===== src/include/pwm_pkg.sv =====
package pwm_pkg;
    // ========================================
    // register byte offsets
    localparam logic [7:0] HALF_PERIOD_OFS = 8'h00;
    localparam logic [7:0] DEAD_TIME_OFS = 8'h04;
    localparam logic [7:0] PULSE_DEL_OFS = 8'h08;
    localparam logic [7:0] SYNC_WIDTH_OFS = 8'h0C;
    localparam logic [7:0] DUTY_A_OFS = 8'h10;
    localparam logic [7:0] DUTY_B_OFS = 8'h14;
    localparam logic [7:0] DUTY_C_OFS = 8'h18;
    localparam logic [7:0] SEGMENT_OFS = 8'h1C;
    localparam logic [7:0] GATE_CHOP_OFS = 8'h20;
    localparam logic [7:0] SW_TRIP_OFS = 8'h24;
    localparam logic [7:0] MODE_CTRL_OFS = 8'h28;
    localparam logic [7:0] SYS_STATUS_OFS = 8'h2C;
    // ========================================
    // field positions
    localparam int MODE_DOUBLE_BIT = 6;
    localparam int STAT_TRIP_BIT = 0;
    localparam int STAT_SHUTDOWN_BIT = 1;
    localparam int STAT_HALF_BIT = 3;
    localparam int SEG_DIS_LSB = 3;
    localparam int GATE_HI_EN_BIT = 8;
    localparam int GATE_LO_EN_BIT = 9;
    // ========================================
    // widths and reset values
    localparam int DT_W = 10;
    localparam int PD_W = 10;
    localparam int SW_W = 8;
    localparam int SEG_W = 9;
    localparam int GATE_W = 10;
    localparam logic [15:0] HALF_PERIOD_RST = 16'h03E8;
    localparam logic [SW_W-1:0] SYNC_WIDTH_RST = 8'h27;
endpackage : pwm_pkg


===== src/rtl/phase_gen.sv =====
`timescale 1ns/1ns
module phase_gen #(
    parameter int CW = 16
) (
    input wire logic [CW-1:0] cnt, // triangle position
    input wire logic [CW-1:0] half_period, // active half period
    input wire logic [CW-1:0] duty, // active duty count
    input wire logic [pwm_pkg::DT_W-1:0] dead_time, // active dead time
    input wire logic [pwm_pkg::PD_W-1:0] min_pulse, // deletion width
    output logic hi, // high-side waveform
    output logic lo // low-side waveform
);
    logic [CW+1:0] th;
    logic [CW+1:0] hi_edge;
    logic [CW+1:0] lo_edge;

    // on-time centred on the half-period turn point
    always_comb begin
        th = (duty >= half_period) ? '0 :
            {2'b00, half_period} - {2'b00, duty};
        hi_edge = th + {{(CW+2-pwm_pkg::DT_W){1'b0}}, dead_time};
        lo_edge = (th > {{(CW+2-pwm_pkg::DT_W){1'b0}}, dead_time}) ?
            th - {{(CW+2-pwm_pkg::DT_W){1'b0}}, dead_time} : '0;
        // pulses narrower than the deletion width are dropped
        hi = ({2'b00, cnt} >= hi_edge) && ({2'b00, half_period} >=
            hi_edge + {{(CW+2-pwm_pkg::PD_W){1'b0}}, min_pulse});
        lo = ({2'b00, cnt} < lo_edge) &&
            (lo_edge >= {{(CW+2-pwm_pkg::PD_W){1'b0}}, min_pulse});
    end
endmodule : phase_gen


===== src/rtl/three_phase_pwm.sv =====
// Our own choices: the address map and the APB slave port.
`timescale 1ns/1ns
module three_phase_pwm #(
    parameter int CW = 16
) (
    input wire logic clk_sys, // instruction-rate clock
    input wire logic rstn, // synchronous reset, active low
    input wire logic psel, // apb select
    input wire logic penable, // apb enable
    input wire logic pwrite, // apb direction
    input wire logic [7:0] paddr, // apb byte address
    input wire logic [31:0] pwdata, // apb write data
    output logic [31:0] prdata, // apb read data
    output logic pready, // apb ready
    output logic pslverr, // apb error on unmapped address
    input wire logic trip_in_n, // external trip, active low
    input wire logic current_sense_in, // comparator: high above trip level
    output logic phase_a_high_out, // high-side a
    output logic phase_a_low_out, // low-side a
    output logic phase_b_high_out, // high-side b
    output logic phase_b_low_out, // low-side b
    output logic phase_c_high_out, // high-side c
    output logic phase_c_low_out, // low-side c
    output logic period_sync_pulse, // sync pulse to adc
    output logic sync_irq, // one-cycle sync interrupt
    output logic trip_irq // one-cycle shutdown interrupt
);
    // ========================================
    // state
    typedef struct packed {
        logic [CW-1:0] hp_sh;
        logic [pwm_pkg::DT_W-1:0] dt_sh;
        logic [pwm_pkg::PD_W-1:0] pd_sh;
        logic [pwm_pkg::SW_W-1:0] sw_sh;
        logic [2:0][CW-1:0] duty_sh;
        logic [pwm_pkg::SEG_W-1:0] seg_sh;
        logic [pwm_pkg::GATE_W-1:0] gate_r;
        logic mode_dbl;
        logic swt;
        logic sd_latched;
        logic sd_prev;
        logic restart;
        logic [CW-1:0] hp_a;
        logic [pwm_pkg::DT_W-1:0] dt_a;
        logic [pwm_pkg::PD_W-1:0] pd_a;
        logic [2:0][CW-1:0] duty_a;
        logic [pwm_pkg::SEG_W-1:0] seg_a;
        logic [CW-1:0] cnt;
        logic half;
        logic [pwm_pkg::SW_W-1:0] sync_cnt;
        logic sync_o;
        logic sync_irq;
        logic trip_irq;
        logic [7:0] chop_cnt;
        logic chop;
        logic [5:0] pwm;
        logic pready;
        logic pslverr;
        logic [31:0] prdata;
    } state_t;

    state_t st_r;
    state_t st_nxt;
    logic [2:0] raw_hi;
    logic [2:0] raw_lo;
    logic [5:0] out_r;
    logic kill_n;
    logic sd_src;
    logic sd_any;
    logic wr_acc;
    logic setup;
    logic last;
    logic load;

    // ========================================
    // timing unit, one per phase
    genvar g;
    generate
        for (g = 0; g < 3; g++) begin : g_phase
            phase_gen #(.CW(CW)) u_phase (
                .cnt(st_r.cnt),
                .half_period(st_r.hp_a),
                .duty(st_r.duty_a[g]),
                .dead_time(st_r.dt_a),
                .min_pulse(st_r.pd_a),
                .hi(raw_hi[g]),
                .lo(raw_lo[g])
            );
        end
    endgenerate

    // ========================================
    // next state
    always_comb begin
        st_nxt = st_r;
        setup = psel && !penable;
        wr_acc = psel && penable && st_r.pready && pwrite;
        sd_src = !trip_in_n || current_sense_in || st_r.swt;
        sd_any = sd_src || st_r.sd_latched;
        last = ({1'b0, st_r.cnt} + 17'h00001) >= {1'b0, st_r.hp_a};
        load = 1'b0;

        // apb: answer in the first access cycle
        st_nxt.pready = setup;
        st_nxt.pslverr = 1'b0;
        if (setup) begin
            st_nxt.prdata = 32'h00000000;
            case (paddr)
                pwm_pkg::HALF_PERIOD_OFS: st_nxt.prdata[CW-1:0] = st_r.hp_sh;
                pwm_pkg::DEAD_TIME_OFS:
                    st_nxt.prdata[pwm_pkg::DT_W-1:0] = st_r.dt_sh;
                pwm_pkg::PULSE_DEL_OFS:
                    st_nxt.prdata[pwm_pkg::PD_W-1:0] = st_r.pd_sh;
                pwm_pkg::SYNC_WIDTH_OFS:
                    st_nxt.prdata[pwm_pkg::SW_W-1:0] = st_r.sw_sh;
                pwm_pkg::DUTY_A_OFS: st_nxt.prdata[CW-1:0] = st_r.duty_sh[0];
                pwm_pkg::DUTY_B_OFS: st_nxt.prdata[CW-1:0] = st_r.duty_sh[1];
                pwm_pkg::DUTY_C_OFS: st_nxt.prdata[CW-1:0] = st_r.duty_sh[2];
                pwm_pkg::SEGMENT_OFS:
                    st_nxt.prdata[pwm_pkg::SEG_W-1:0] = st_r.seg_sh;
                pwm_pkg::GATE_CHOP_OFS:
                    st_nxt.prdata[pwm_pkg::GATE_W-1:0] = st_r.gate_r;
                pwm_pkg::SW_TRIP_OFS: st_nxt.prdata[0] = st_r.swt;
                pwm_pkg::MODE_CTRL_OFS:
                    st_nxt.prdata[pwm_pkg::MODE_DOUBLE_BIT] = st_r.mode_dbl;
                pwm_pkg::SYS_STATUS_OFS: begin
                    st_nxt.prdata[pwm_pkg::STAT_TRIP_BIT] = trip_in_n;
                    st_nxt.prdata[pwm_pkg::STAT_SHUTDOWN_BIT] = sd_any;
                    st_nxt.prdata[pwm_pkg::STAT_HALF_BIT] = st_r.half;
                end
                default: st_nxt.pslverr = 1'b1;
            endcase
        end

        if (wr_acc) begin
            case (paddr)
                pwm_pkg::HALF_PERIOD_OFS: st_nxt.hp_sh = pwdata[CW-1:0];
                pwm_pkg::DEAD_TIME_OFS:
                    st_nxt.dt_sh = pwdata[pwm_pkg::DT_W-1:0];
                pwm_pkg::PULSE_DEL_OFS:
                    st_nxt.pd_sh = pwdata[pwm_pkg::PD_W-1:0];
                pwm_pkg::SYNC_WIDTH_OFS:
                    st_nxt.sw_sh = pwdata[pwm_pkg::SW_W-1:0];
                pwm_pkg::DUTY_A_OFS: st_nxt.duty_sh[0] = pwdata[CW-1:0];
                pwm_pkg::DUTY_B_OFS: st_nxt.duty_sh[1] = pwdata[CW-1:0];
                pwm_pkg::DUTY_C_OFS: st_nxt.duty_sh[2] = pwdata[CW-1:0];
                pwm_pkg::SEGMENT_OFS:
                    st_nxt.seg_sh = pwdata[pwm_pkg::SEG_W-1:0];
                pwm_pkg::GATE_CHOP_OFS:
                    st_nxt.gate_r = pwdata[pwm_pkg::GATE_W-1:0];
                pwm_pkg::SW_TRIP_OFS: st_nxt.swt = 1'b1;
                pwm_pkg::MODE_CTRL_OFS:
                    st_nxt.mode_dbl = pwdata[pwm_pkg::MODE_DOUBLE_BIT];
                pwm_pkg::SYS_STATUS_OFS:
                    if (pwdata[pwm_pkg::STAT_SHUTDOWN_BIT]) begin
                        st_nxt.swt = 1'b0;
                        st_nxt.sd_latched = 1'b0;
                    end
                default: ;
            endcase
        end

        // ========================================
        // shutdown controller; a live source beats the clear
        // only a live pin or a trip still pending after this cycle's
        // write re-arms the latch; the old soft trip must not, or a
        // status clear could never end a software shutdown
        if (!trip_in_n || current_sense_in || st_nxt.swt) begin
            st_nxt.sd_latched = 1'b1;
        end
        st_nxt.sd_prev = sd_src;
        st_nxt.trip_irq = sd_src && !st_r.sd_prev;

        // ========================================
        // timing unit: up half then down half
        st_nxt.sync_irq = 1'b0;
        if (sd_any) begin
            st_nxt.cnt = '0;
            st_nxt.half = 1'b0;
            st_nxt.restart = 1'b1;
            st_nxt.sync_o = 1'b0;
            st_nxt.sync_cnt = '0;
        end else begin
            if (st_r.restart) begin
                st_nxt.restart = 1'b0;
                load = 1'b1;
            end else if (!st_r.half) begin
                if (last) begin
                    st_nxt.half = 1'b1;
                    load = st_r.mode_dbl;
                end else begin
                    st_nxt.cnt = st_r.cnt + 1'b1;
                end
            end else if (st_r.cnt == '0) begin
                st_nxt.half = 1'b0;
                load = 1'b1;
            end else begin
                st_nxt.cnt = st_r.cnt - 1'b1;
            end
            if (st_r.sync_cnt != '0) begin
                st_nxt.sync_cnt = st_r.sync_cnt - 1'b1;
            end else begin
                st_nxt.sync_o = 1'b0;
            end
            // rising sync edge latches every shadow register
            if (load) begin
                st_nxt.hp_a = st_r.hp_sh;
                st_nxt.dt_a = st_r.dt_sh;
                st_nxt.pd_a = st_r.pd_sh;
                st_nxt.duty_a = st_r.duty_sh;
                st_nxt.seg_a = st_r.seg_sh;
                st_nxt.sync_cnt = st_r.sw_sh;
                st_nxt.sync_o = 1'b1;
                st_nxt.sync_irq = 1'b1;
            end
        end

        // ========================================
        // gate chopping divider
        if (st_r.chop_cnt >= st_r.gate_r[7:0]) begin
            st_nxt.chop_cnt = 8'h00;
            st_nxt.chop = !st_r.chop;
        end else begin
            st_nxt.chop_cnt = st_r.chop_cnt + 8'h01;
        end

        // ========================================
        // output control: crossover, enables, chop
        for (int p = 0; p < 3; p++) begin
            st_nxt.pwm[2*p] = st_r.seg_a[p] ? raw_lo[p] : raw_hi[p];
            st_nxt.pwm[2*p+1] = st_r.seg_a[p] ? raw_hi[p] : raw_lo[p];
            if (st_r.gate_r[pwm_pkg::GATE_HI_EN_BIT]) begin
                st_nxt.pwm[2*p] = st_nxt.pwm[2*p] && st_r.chop;
            end
            if (st_r.gate_r[pwm_pkg::GATE_LO_EN_BIT]) begin
                st_nxt.pwm[2*p+1] = st_nxt.pwm[2*p+1] && !st_r.chop;
            end
        end
        st_nxt.pwm = st_nxt.pwm &
            ~st_r.seg_a[pwm_pkg::SEG_DIS_LSB +: 6];
        if (sd_any) begin
            st_nxt.pwm = 6'b000000;
        end
    end

    always_ff @(posedge clk_sys) begin
        if (!rstn) begin
            st_r <= '0;
            st_r.hp_sh <= pwm_pkg::HALF_PERIOD_RST;
            st_r.hp_a <= pwm_pkg::HALF_PERIOD_RST;
            st_r.sw_sh <= pwm_pkg::SYNC_WIDTH_RST;
            st_r.restart <= 1'b1;
        end else begin
            st_r <= st_nxt;
        end
    end

    // ========================================
    // pin stage: cleared with no clock by hardware trips
    // the kill term is combinational so a stopped clock still trips
    assign kill_n = trip_in_n && !current_sense_in;

    always_ff @(posedge clk_sys or negedge kill_n) begin
        if (!kill_n) begin
            out_r <= 6'b000000;
        end else if (!rstn) begin
            out_r <= 6'b000000;
        end else begin
            out_r <= st_r.pwm;
        end
    end

    assign phase_a_high_out = out_r[0];
    assign phase_a_low_out = out_r[1];
    assign phase_b_high_out = out_r[2];
    assign phase_b_low_out = out_r[3];
    assign phase_c_high_out = out_r[4];
    assign phase_c_low_out = out_r[5];
    assign period_sync_pulse = st_r.sync_o;
    assign sync_irq = st_r.sync_irq;
    assign trip_irq = st_r.trip_irq;
    assign pready = st_r.pready;
    assign pslverr = st_r.pslverr;
    assign prdata = st_r.prdata;

    logic [8:0] sync_len;
    logic [pwm_pkg::SW_W-1:0] sync_want;
    always_ff @(posedge clk_sys) begin
        if (!rstn || !st_r.sync_o) begin
            sync_len <= 9'h000;
            sync_want <= st_nxt.sync_cnt;
        end else begin
            sync_len <= sync_len + 9'h001;
        end
    end
endmodule : three_phase_pwm


===== config.mk =====
export PLATFORM = sky130hd
export DESIGN_NAME = three_phase_pwm
export DESIGN_NICKNAME = d
export VERILOG_FILES = /design/src/include/pwm_pkg.sv /design/src/rtl/phase_gen.sv /design/src/rtl/three_phase_pwm.sv
export SDC_FILE = /design/constraint.sdc
export NUM_CORES = 1
export LEC_CHECK = 0
export ABC_AREA = 1
export BUFFER_PORTS_ARGS = -buffer_cell sky130_fd_sc_hd__buf_2
export CAP_MARGIN = 5
export CORE_MARGIN = 2
export CORE_UTILIZATION = 38
export DETAILED_ROUTE_END_ITERATION = 6
export HOLD_SLACK_MARGIN = 0.08
export PLACE_DENSITY = 0.63
export RECOVER_POWER = 100
export SLEW_MARGIN = 10
export SYNTH_ARGS = -nofsm -noshare
export SYNTH_HDL_FRONTEND = slang
export SYNTH_HIERARCHICAL = 1
export SYNTH_SLANG_ARGS = --single-unit

===== constraint.sdc =====
create_clock -name clk_sys -period 10.05 [get_ports clk_sys]
set_clock_uncertainty 0.1 [all_clocks]
set_input_delay 0 -clock clk_sys [delete_from_list [all_inputs] [get_ports clk_sys]]
set_output_delay 0 -clock clk_sys [all_outputs]
set_load 0.02 [all_outputs]

==> results of run 1 <==
how the worst max path moves through the flow:
stage | slack, ns | end | cells past startpoint
6_report | 1.79 | st_r[35]$_SDFF_PP0_ | 32
5_1_grt | 1.04 | st_r[164]$_SDFFE_PN0P_ | 25
4_1_cts | 2.42 | st_r[35]$_SDFF_PP0_ | 32
3_5_place_dp | 2.45 | st_r[35]$_SDFF_PP0_ | 32
3_3_place_gp | 2.45 | st_r[34]$_SDFF_PP0_ | 32
2_1_floorplan | 4.19 | st_r[35]$_SDFF_PP0_ | 34
routing by layer:
layer	track usage	vias to the layer above	wire, um
met5	0	-	0
met2	0.3834	845	37850
met1	0.3278	11730	39490
met3	0.03137	167	6089
li1	-	12990	-
met4	0.09869	0	3887
sequential cells by signal, indices dropped and copies added (netlist names):
signal	count
prdata	16
out_r	6
pready	1
period_sync_pulse	1
pslverr	1
trip_irq	1
st_r	249
sync_irq	1
cell type report:
class	instances	area [um^2]	area share
multi-input combinational	2954	17740	0.6230
sequential	276	5555	0.1951
inverter	603	2287	0.08031
tap	882	1104	0.03875
clock buffer	43	889.6	0.03124
timing repair buffer	117	784.5	0.02755
clock inverter	13	117.6	0.004130
metrics by stage:
| stage | power (mW) | std cells | worst slack, ns | util | hold slack [ns] |
|---|---|---|---|---|---|
| finish | 5.089 | 4888 | 1.786 | 0.4160 | 0.1565 |
| global route | 5.553 | 4888 | 1.037 | 0.4160 | 0.2323 |
| detailed placement | 3.959 | 4794 | 2.454 | 0.3971 | 0.2131 |
| global placement | 3.925 | 4794 | 2.454 | 0.3971 | 0.2037 |
| CTS | 5.085 | 4888 | 2.423 | 0.4174 | 0.1210 |
| floorplan | 3.300 | 3955 | 4.186 | - | -0.1533 |
cells by family after synthesis:
| family | after synthesis | share of synthesized area |
|---|---|---|
| other cells | 1 | 0.0001427 |
| flops | 276 | 0.2115 |
| xor+xnor | 143 | 0.05167 |
| buf+inv | 725 | 0.1136 |
| fa+ha+maj | 338 | 0.1630 |
| mux | 6 | 0.002286 |
| simple gates | 1705 | 0.2996 |
| compound gates | 746 | 0.1583 |
worst max-delay path, delay by kind of cell (launching register included):
kind | cells | cell delay [ns]
xor gates and xnor gates | 1 | 0.17
muxes | 1 | 0.14
adders and majority gates | 5 | 1.56
and+or+nand+nor | 10 | 2.13
AOI/OAI and AO/OA | 9 | 2.25
DFF | 1 | 0.86
buffers and inverters | 6 | 0.92
power by group through the flow:
stage	Combinational (mW)	Sequential, mW	Clock (mW)
after floorplan	2.13	1.17	0
after global placement	2.75	1.18	0
after detailed placement	2.78	1.18	0
after CTS	2.80	1.16	1.12
after global routing	3.22	1.16	1.17
final	2.82	1.16	1.11
synth_stat cells (16+ instances only):
cell type	number	area (um^2)
nand2_1	696	2613
o211ai_1	18	135.1
nor4_1	20	125.1
nand3_1	200	1001
nand3_2	22	220.2
o21ai_1	16	80.08
inv_1	577	2166
clkbuf_1	61	229.0
nand4_1	74	462.9
buf_4	34	255.2
nor2_2	43	269.0
o22ai_1	29	181.4
nand2_2	59	369.1
o21ai_0	267	1336
ha_1	331	4141
xnor2_1	42	367.9
xor2_1	93	814.5
nor2_1	481	1805
dfxtp_1	270	5405
a21oi_1	307	1536
nor3_1	31	155.2
what timing repair did:
item                      CTS  global route
hold buffers               38             0
hold endpoints to repair  186             0
buffers inserted            0             0
==> impl_metrics.ini, run 1 <==
[floorplanning]
die_area_um2 = 71250
initial_core_util = 0.3837
io_pins = 90
rows = 96
coreArea_um2 = 68470
die_w_um = 266.9
die_h_um = 266.9

[power_and_ir_drop]
vdd_drop_max_mv = 0.1247
powerDensity_nw_per_um2 = 178.7
pwr-share-seq = 0.228
p_leak_nw = 13.87
p_clk_frac = 0.218
p_switching_mw = 2.373
p_sw_frac = 0.4662
internal_power_mw = 2.717
pwr-share-comb = 0.554

[setup_path]
cp.required_ns = 10.43
crit_fanout = 13
cpPeakStageDelay_ns = 0.86
worstPathArrival_ns = 8.64
crit_slowest_cell = dfxtp_1
reg2reg_to = st_r[35]$_SDFF_PP0_
r2r_start = st_r[159]$_SDFFE_PN1P_
critical_path_class = flip-flop to flip-flop
rrSetupSlack_ns = 1.79
endpoint_kind = flip-flop
crit_path_frequent_cell = inv_1
reg2reg_depth = 32
start_kind = flip-flop
critPathLaunch = st_r[159]$_SDFFE_PN1P_

[placed_design]
placedInstanceArea_um2 = 27190
place_congestion = 0.9324
post-dp-hpwl_mm = 68.17
port_buffers = 57

[finish]
synthToLayoutAreaGrowth_pct = 8.401
final_cell_mix = nand2_1, inv_1, nor2_1
nFillCells = 7310
final_common_cell = nand2_1
layout.nets = 4367
stdcell_area_um2 = 28480
drive_gt1_frac = 0.07813
diodes = 0

[run_status]
outcome = finished, violations left
violations = max-capacitance violations, max-slew violations

[sta]
period_minus_slack_ns = 8.264
finalCritPeriodShare = 0.8223
worst_pin_slew_ns = 4.088
slew_headroom = -1.725
hold_viol = 0
finalMaxSlewViolations = 357
setup-violations-final = 0
rsz0062_at_grt = false
max_freq_mhz = 121.0
tns_ns = 0

[synth]
synthCells = 3940
yosysWarnings = 6
synth_cell_type_count = 71
syn-cell-area_um2 = 26270
avgSynthCellArea_um2 = 6.668
synthArstFlopShare = 0.02174
ys_ff_latch = 276
synth_edf_count = 0
yosys_most_used_dff = dfxtp_1
seq_area_frac_synth = 0.2115

[flow_run]
drv_cap = 5

[global_route]
grt.overflow.total = 0
grt_max_degree = 111
grt_usage = 0.2410
grt_pass1_wl_mm = 134.3
grt_pass1_vias = 23890
antenna_found_initial = 0

[drt]
drtAntennaViolNets = 0
drc_errors = 0
drtIter0Drc = 2116
route.detailed.wl_per_inst_um = 17.86
dr_total_vias = 25730
via_per_inst = 5.264
drt_wl_total_mm = 87.32
first_pass_iters = 6

[clocking]
cts.htree.levels = 1
clock-sinks = 276
cts_resized = 0
cts_buffers = 30
clk_pin_slew_worst_paths_ns = 0.06
cts_tree = done
cts_root_buf = clkbuf_16
clk-insertion-delay-late_ns = 0.58
clock_path_buffers = 3

[hold_path]
holdCritStartpoint = paddr[0]
worstHoldPathCells = 8
hp-class = input port to flip-flop
min_delay_worst_endpoint = prdata[0]$_SDFFE_PN0P_
No activity file was read; power rests on OpenSTA's default activity.
==> run 2, diff against run 1 <==
--- a/config.mk
+++ b/config.mk
@@ -5,7 +5,7 @@
 export SDC_FILE = /design/constraint.sdc
 export NUM_CORES = 1
 export LEC_CHECK = 0
-export ABC_AREA = 1
+export ABC_AREA = 0
 export BUFFER_PORTS_ARGS = -buffer_cell sky130_fd_sc_hd__buf_2
 export CAP_MARGIN = 5
 export CORE_MARGIN = 2
==> constraint.sdc (replaced) <==
create_clock -name clk_sys -period 7.7 [get_ports clk_sys]
set_clock_uncertainty 0.1 [all_clocks]
set_input_delay 0 -clock clk_sys [delete_from_list [all_inputs] [get_ports clk_sys]]
set_output_delay 0 -clock clk_sys [all_outputs]
set_load 0.02 [all_outputs]
==> run 2 against run 1 <==
Highest routed layer unchanged. The run still ends with max-capacitance violations, max-slew violations left. Total power decreased by 41%. Sequential power is 24% higher. Clock power grew 28%. Wire length up 2.7%. Critical path depth increased by 5. Synthesized cell count decreased by 12%. Worst hold slack gained 0.046 ns. First-iteration DRC count rose by 18%. Die area rose by 0.74%.
==> impl_metrics.ini, run 2 <==
[sta]
hold_viol = 0
tns_ns = 0
finalCritPeriodShare = 0.9466
period_minus_slack_ns = 7.289
slew_headroom = -3.311
worst_pin_slew_ns = 6.467
finalMaxSlewViolations = 167
max_freq_mhz = 137.2
setup-violations-final = 0

[finish]
multi_input_area_um2 = 19310
final_cell_mix = nand2_1, ha_1, dfxtp_1
final_common_cell = nand2_1
synthToLayoutAreaGrowth_pct = 11.38
layout.nets = 3920
drive_gt1_frac = 0.09316
largest_reg_flops = 249
final_util = 0.4284
regMostFlops = st_r
seq_area_um2 = 5568
nFillCells = 7027
diodes = 0

[synth]
ys_ff_latch = 276
synth_cell_type_count = 123
synthArstFlopShare = 0.02174
synth_area_leader_cell = dfxtp_1
synth_edf_count = 0
avgSynthCellArea_um2 = 7.663
synthTopCellsByArea = dfxtp_1, ha_1, nand2_1
synth_commonest_cells = nand2_1, ha_1, dfxtp_1
seq_area_frac_synth = 0.2099
yosys_most_used_dff = dfxtp_1
yosysWarnings = 6
synthMostInstantiatedCell = nand2_1
yosysTopAreaCellShare = 0.2042
syn-cell-area_um2 = 26470
synthCells = 3454

[run_status]
outcome = finished, violations left
violations = max-capacitance violations, max-slew violations

[power_and_ir_drop]
power_mw = 2.991
powerDensity_nw_per_um2 = 101.4
vdd_drop_max_mv = 0.1848
p_leak_nw = 12.08

[global_route]
grt_pass1_vias = 23310
grt.overflow.total = 0
grt_max_degree = 186
antenna_found_initial = 0
grt_pass1_wl_mm = 136.3
grt_usage = 0.2422

[drt]
drtIter0Drc = 2489
met2WireLength_mm = 39.81
dr_total_vias = 25600
via_per_inst = 5.709
drt-met1-wl_mm = 40.40
route.detailed.wl_per_inst_um = 20.00
drtAntennaViolNets = 0
first_pass_iters = 6
drc_errors = 0
wl_met3_mm = 7.188
maxUsedRoutingLayer = met4
drt_wl_total_mm = 89.70

[clocking]
cts_root_buf = clkbuf_16
clock_path_buffers = 3
clock-sinks = 276
clk_pin_slew_worst_paths_ns = 0.06
cts_buffers = 30
cts_tree = done
clk-insertion-delay-late_ns = 0.59
cts.htree.levels = 1

[placed_design]
place_congestion = 0.9376
port_buffers = 57
post-dp-hpwl_mm = 68.76

[floorplanning]
die_w_um = 267.9
rows = 96
die_area_um2 = 71780
die_h_um = 267.9
coreArea_um2 = 68830
io_pins = 90
initial_core_util = 0.3846

[setup_path]
crit_slowest_cell = maj3_1
cp.required_ns = 8.04
endpoint_kind = flip-flop
cpPeakStageDelay_ns = 0.41
start_kind = flip-flop
reg2reg_depth = 37
crit_fanout = 6
worstPathArrival_ns = 7.63
critical_path_class = flip-flop to flip-flop

[flow_run]
drv_cap = 1

[hold_path]
hp-class = input port to flip-flop
worstHoldPathCells = 4
==> run 2: power breakdown <==
group | internal [mW] | total [mW] | switching (mW)
registers | 1.43 | 1.44 | 0.00294
logic | 0.0436 | 0.133 | 0.0897
clock network | 0.822 | 1.42 | 0.599
==> run 2: area by class of cell <==
type | instances | area share
Inverter | 264 | 0.03361
Multi-Input combinational cell | 2754 | 0.6549
Clock buffer | 45 | 0.03013
Clock inverter | 5 | 0.002164
Timing Repair Buffer | 209 | 0.05080
Sequential cell | 276 | 0.1889
Tap cell | 931 | 0.03951
==> run 2: critical path: cells and delay by family (launching register included) <==
family / cells / cell delay (ns)
xor+xnor: 3 / 0.53
mux: 1 / 0.13
fa+ha+maj: 6 / 1.89
compound gates: 15 / 2.49
buf+inv: 3 / 0.38
simple gates: 9 / 1.31
flops: 1 / 0.33
==> run 2: repair_timing <==
| item | 4_1_cts | 5_1_grt |
|---|---|---|
| hold buffers | 38 | 0 |
| resized for setup | 0 | 51 |
| buffers inserted | 0 | 1 |
| endpoints found under the hold margin | 204 | 0 |
| endpoints found under the setup margin | 0 | 6 |
==> run 2: cells by family (layout without fill, tap and decap cells) <==
kind of cell,count (synthesis),after routing,share of synthesized area
xor+xnor,189,189,0.06462
mux,33,33,0.01272
simple gates,1182,1182,0.2151
buf+inv,439,523,0.07124
fa+ha+maj,352,352,0.1671
compound gates,982,982,0.2592
flops,276,276,0.2099
other cells,1,16,0.0001417
==> run 2: final timing paths <==
path / startpoint / endpoint / slack, ns
worst max-delay path: st_r[162]$_SDFFE_PN1P_ / st_r[34]$_SDFF_PP0_ / 0.41
worst min-delay path: pwrite / st_r[173]$_SDFF_PN0_ / 0.20
worst max register to register: st_r[162]$_SDFFE_PN1P_ / st_r[34]$_SDFF_PP0_ / 0.41
worst min register to register: st_r[171]$_SDFF_PN0_ / trip_irq$_SDFF_PN0_ / 0.28
max in group asynchronous: trip_in_n / out_r[1]$_DFF_PN0_ / 5.48
min in group asynchronous: current_sense_in / out_r[4]$_DFF_PN0_ / 0.67
==> run 2: metal layers <==
layer  vias up  GRT usage
met3       129    0.03299
met2       948     0.3908
met5         -          0
li1      12460          -
met1     12060     0.3403
met4         0    0.05798
==> run 2: per-stage QoR <==
stage,hold slack [ns],instance area (um^2),setup slack (ns),instances
after floorplan,-0.2185,26530,0.5617,3469
after global placement,0.02932,27990,0.2641,4395
after detailed placement,0.03921,27990,0.1424,4395
after CTS,0.1504,29320,0.1179,4483
after global routing,0.2191,29480,-0.01447,4484
final,0.2021,29480,0.4113,4484
==> run 3, diff against run 2 <==
--- a/config.mk
+++ b/config.mk
@@ -5,7 +5,7 @@
 export SDC_FILE = /design/constraint.sdc
 export NUM_CORES = 1
 export LEC_CHECK = 0
-export ABC_AREA = 0
+export ABC_AREA = 1
 export BUFFER_PORTS_ARGS = -buffer_cell sky130_fd_sc_hd__buf_2
 export CAP_MARGIN = 5
 export CORE_MARGIN = 2
==> run 3 against run 2 <==
The flow still finishes with violations (max-capacitance violations, max-slew violations). Combinational power grew to 28 times the previous value. Clock power up 6%. Highest routed layer is now met5. Critical path type unchanged. Final area is 3.0% lower. Wire length shrank 1.2%.
==> impl_metrics.ini, run 3 (synthesis results as in run 1) <==
[sta]
tns_ns = 0
hold_viol = 0
rsz0062_at_grt = false
slew_headroom = -1.640
worst_pin_slew_ns = 3.960
finalMaxSlewViolations = 104
period_minus_slack_ns = 7.085
finalCritPeriodShare = 0.9202
setup-violations-final = 0
max_freq_mhz = 141.1

[drt]
dr_total_vias = 25900
drtIter0Drc = 2129
drtAntennaViolNets = 0
drt_wl_total_mm = 88.63
first_pass_iters = 5
via_per_inst = 5.287
route.detailed.wl_per_inst_um = 18.09
drc_errors = 0

[placed_design]
port_buffers = 57
post-dp-hpwl_mm = 70.09
place_congestion = 0.9596
dp.cells = 4809

[floorplanning]
die_area_um2 = 71250
coreArea_um2 = 68470
rows = 96
io_pins = 90
die_h_um = 266.9
initial_core_util = 0.3837
die_w_um = 266.9

[clocking]
cts_buffers = 29
cts_root_buf = clkbuf_16
cts_tree = done
clock_path_buffers = 3
cts.htree.levels = 1
clock-sinks = 276
clk-insertion-delay-late_ns = 0.59
clk_pin_slew_worst_paths_ns = 0.06

[setup_path]
worstPathArrival_ns = 7.47
endpoint_kind = flip-flop
crit_path_frequent_cell = nand2_1
crit_slowest_cell = xnor2_1
start_kind = flip-flop
cp.required_ns = 8.08
critical_path_class = flip-flop to flip-flop
crit_fanout = 14
cpPeakStageDelay_ns = 0.43

[finish]
final_util = 0.4178
largest_reg_flops = 249
instances_no_fill = 4899
synthToLayoutAreaGrowth_pct = 8.892
layout.nets = 4379
diodes = 0
drive_gt1_frac = 0.08165
final_cell_mix = nand2_1, inv_1, nor2_1
regMostFlops = st_r
final_common_cell = nand2_1

[power_and_ir_drop]
vdd_drop_max_mv = 0.2143
powerDensity_nw_per_um2 = 235.1
p_leak_nw = 13.93

[global_route]
grt_usage = 0.2452
grt_pass1_wl_mm = 136.3
grt_pass1_vias = 23770
grt.overflow.total = 0
antenna_found_initial = 3
grt_max_degree = 104

[run_status]
outcome = finished, violations left
violations = max-capacitance violations, max-slew violations

[hold_path]
hp-class = input port to flip-flop

[flow_run]
drv_cap = 1
-- run 3: changes by cell type in the layout (fill, tap and decap cells not counted), moves of 56 or more --
cell / previous run / this run
inv_1: 261 / 577
nor2_1: 168 / 483
nand2_1: 492 / 699
a21oi_1: 153 / 307
a21boi_0: 110 / 9
a21o_1: 104 / 11
o21ai_0: 188 / 274
xnor2_1: 122 / 42
buf_4: 113 / 34
nand2_2: 3 / 59
-- run 3: metal layers --
layer	vias to the layer above	wire, um	global-route usage
li1	13010	-	-
met1	11850	40490	0.3392
met2	868	38580	0.3907
met3	164	6215	0.03063
met4	4	3324	0.08624
met5	-	26	0
-- run 3: stage by stage --
step	setup WS [ns]	hold slack (ns)	area [um^2]	power (mW)
finish	0.6148	0.1431	28610	6.727
global route	0.002865	0.1856	28610	7.318
CTS	0.6393	0.1059	28700	6.718
detailed placement	0.6930	0.1725	27300	5.190
global placement	0.7217	0.1679	27300	5.148
floorplan	1.836	-0.1533	26330	4.308
-- run 3: power breakdown --
| part | internal, mW | switching (mW) |
|---|---|---|
| logic | 1.25 | 2.45 |
| registers | 1.46 | 0.0553 |
| clock network | 0.903 | 0.605 |
| total | 3.62 | 3.11 |
-- run 3: cell type report --
type                       instances  area, um^2
sequential                       276        5555
inverter                         603        2288
fill                            7266       39860
clock buffer                      39       843.3
multi-input combinational       2954       17750
clock inverter                    15       192.7
tap                              882        1104
timing repair buffer             130       874.6
-- run 3: critical path: cells and delay by family (launching register included) --
kind | cells | cell delay, ns
xor gates and xnor gates | 2 | 0.58
and+or+nand+nor | 25 | 2.72
muxes | 1 | 0.09
adders and majority gates | 4 | 1.25
DFF | 1 | 0.41
buffers and inverters | 4 | 0.56
AOI/OAI and AO/OA | 7 | 1.25
-- run 3: final timing paths --
| kind | startpoint | endpoint | slack (ns) | cells past startpoint |
|---|---|---|---|---|
| min reg2reg | st_r[171]$_SDFF_PN0_ | trip_irq$_SDFF_PN0_ | 0.30 | 1 |
| max reg2reg | st_r[161]$_SDFFE_PN1P_ | st_r[37]$_SDFF_PP0_ | 0.61 | 43 |
| min in group asynchronous | current_sense_in | out_r[5]$_DFF_PN0_ | 0.68 | 4 |
| max in group asynchronous | trip_in_n | out_r[1]$_DFF_PN0_ | 6.47 | 5 |
| min | pwrite | st_r[173]$_SDFF_PN0_ | 0.14 | 5 |
| max | st_r[161]$_SDFFE_PN1P_ | st_r[37]$_SDFF_PP0_ | 0.61 | 43 |
-- run 3: what timing repair did --
item,CTS,global route
hold buffers,36,0
resized for setup,0,0
setup endpoints to repair,0,0
setup buffers,0,0
hold endpoints to repair,155,0
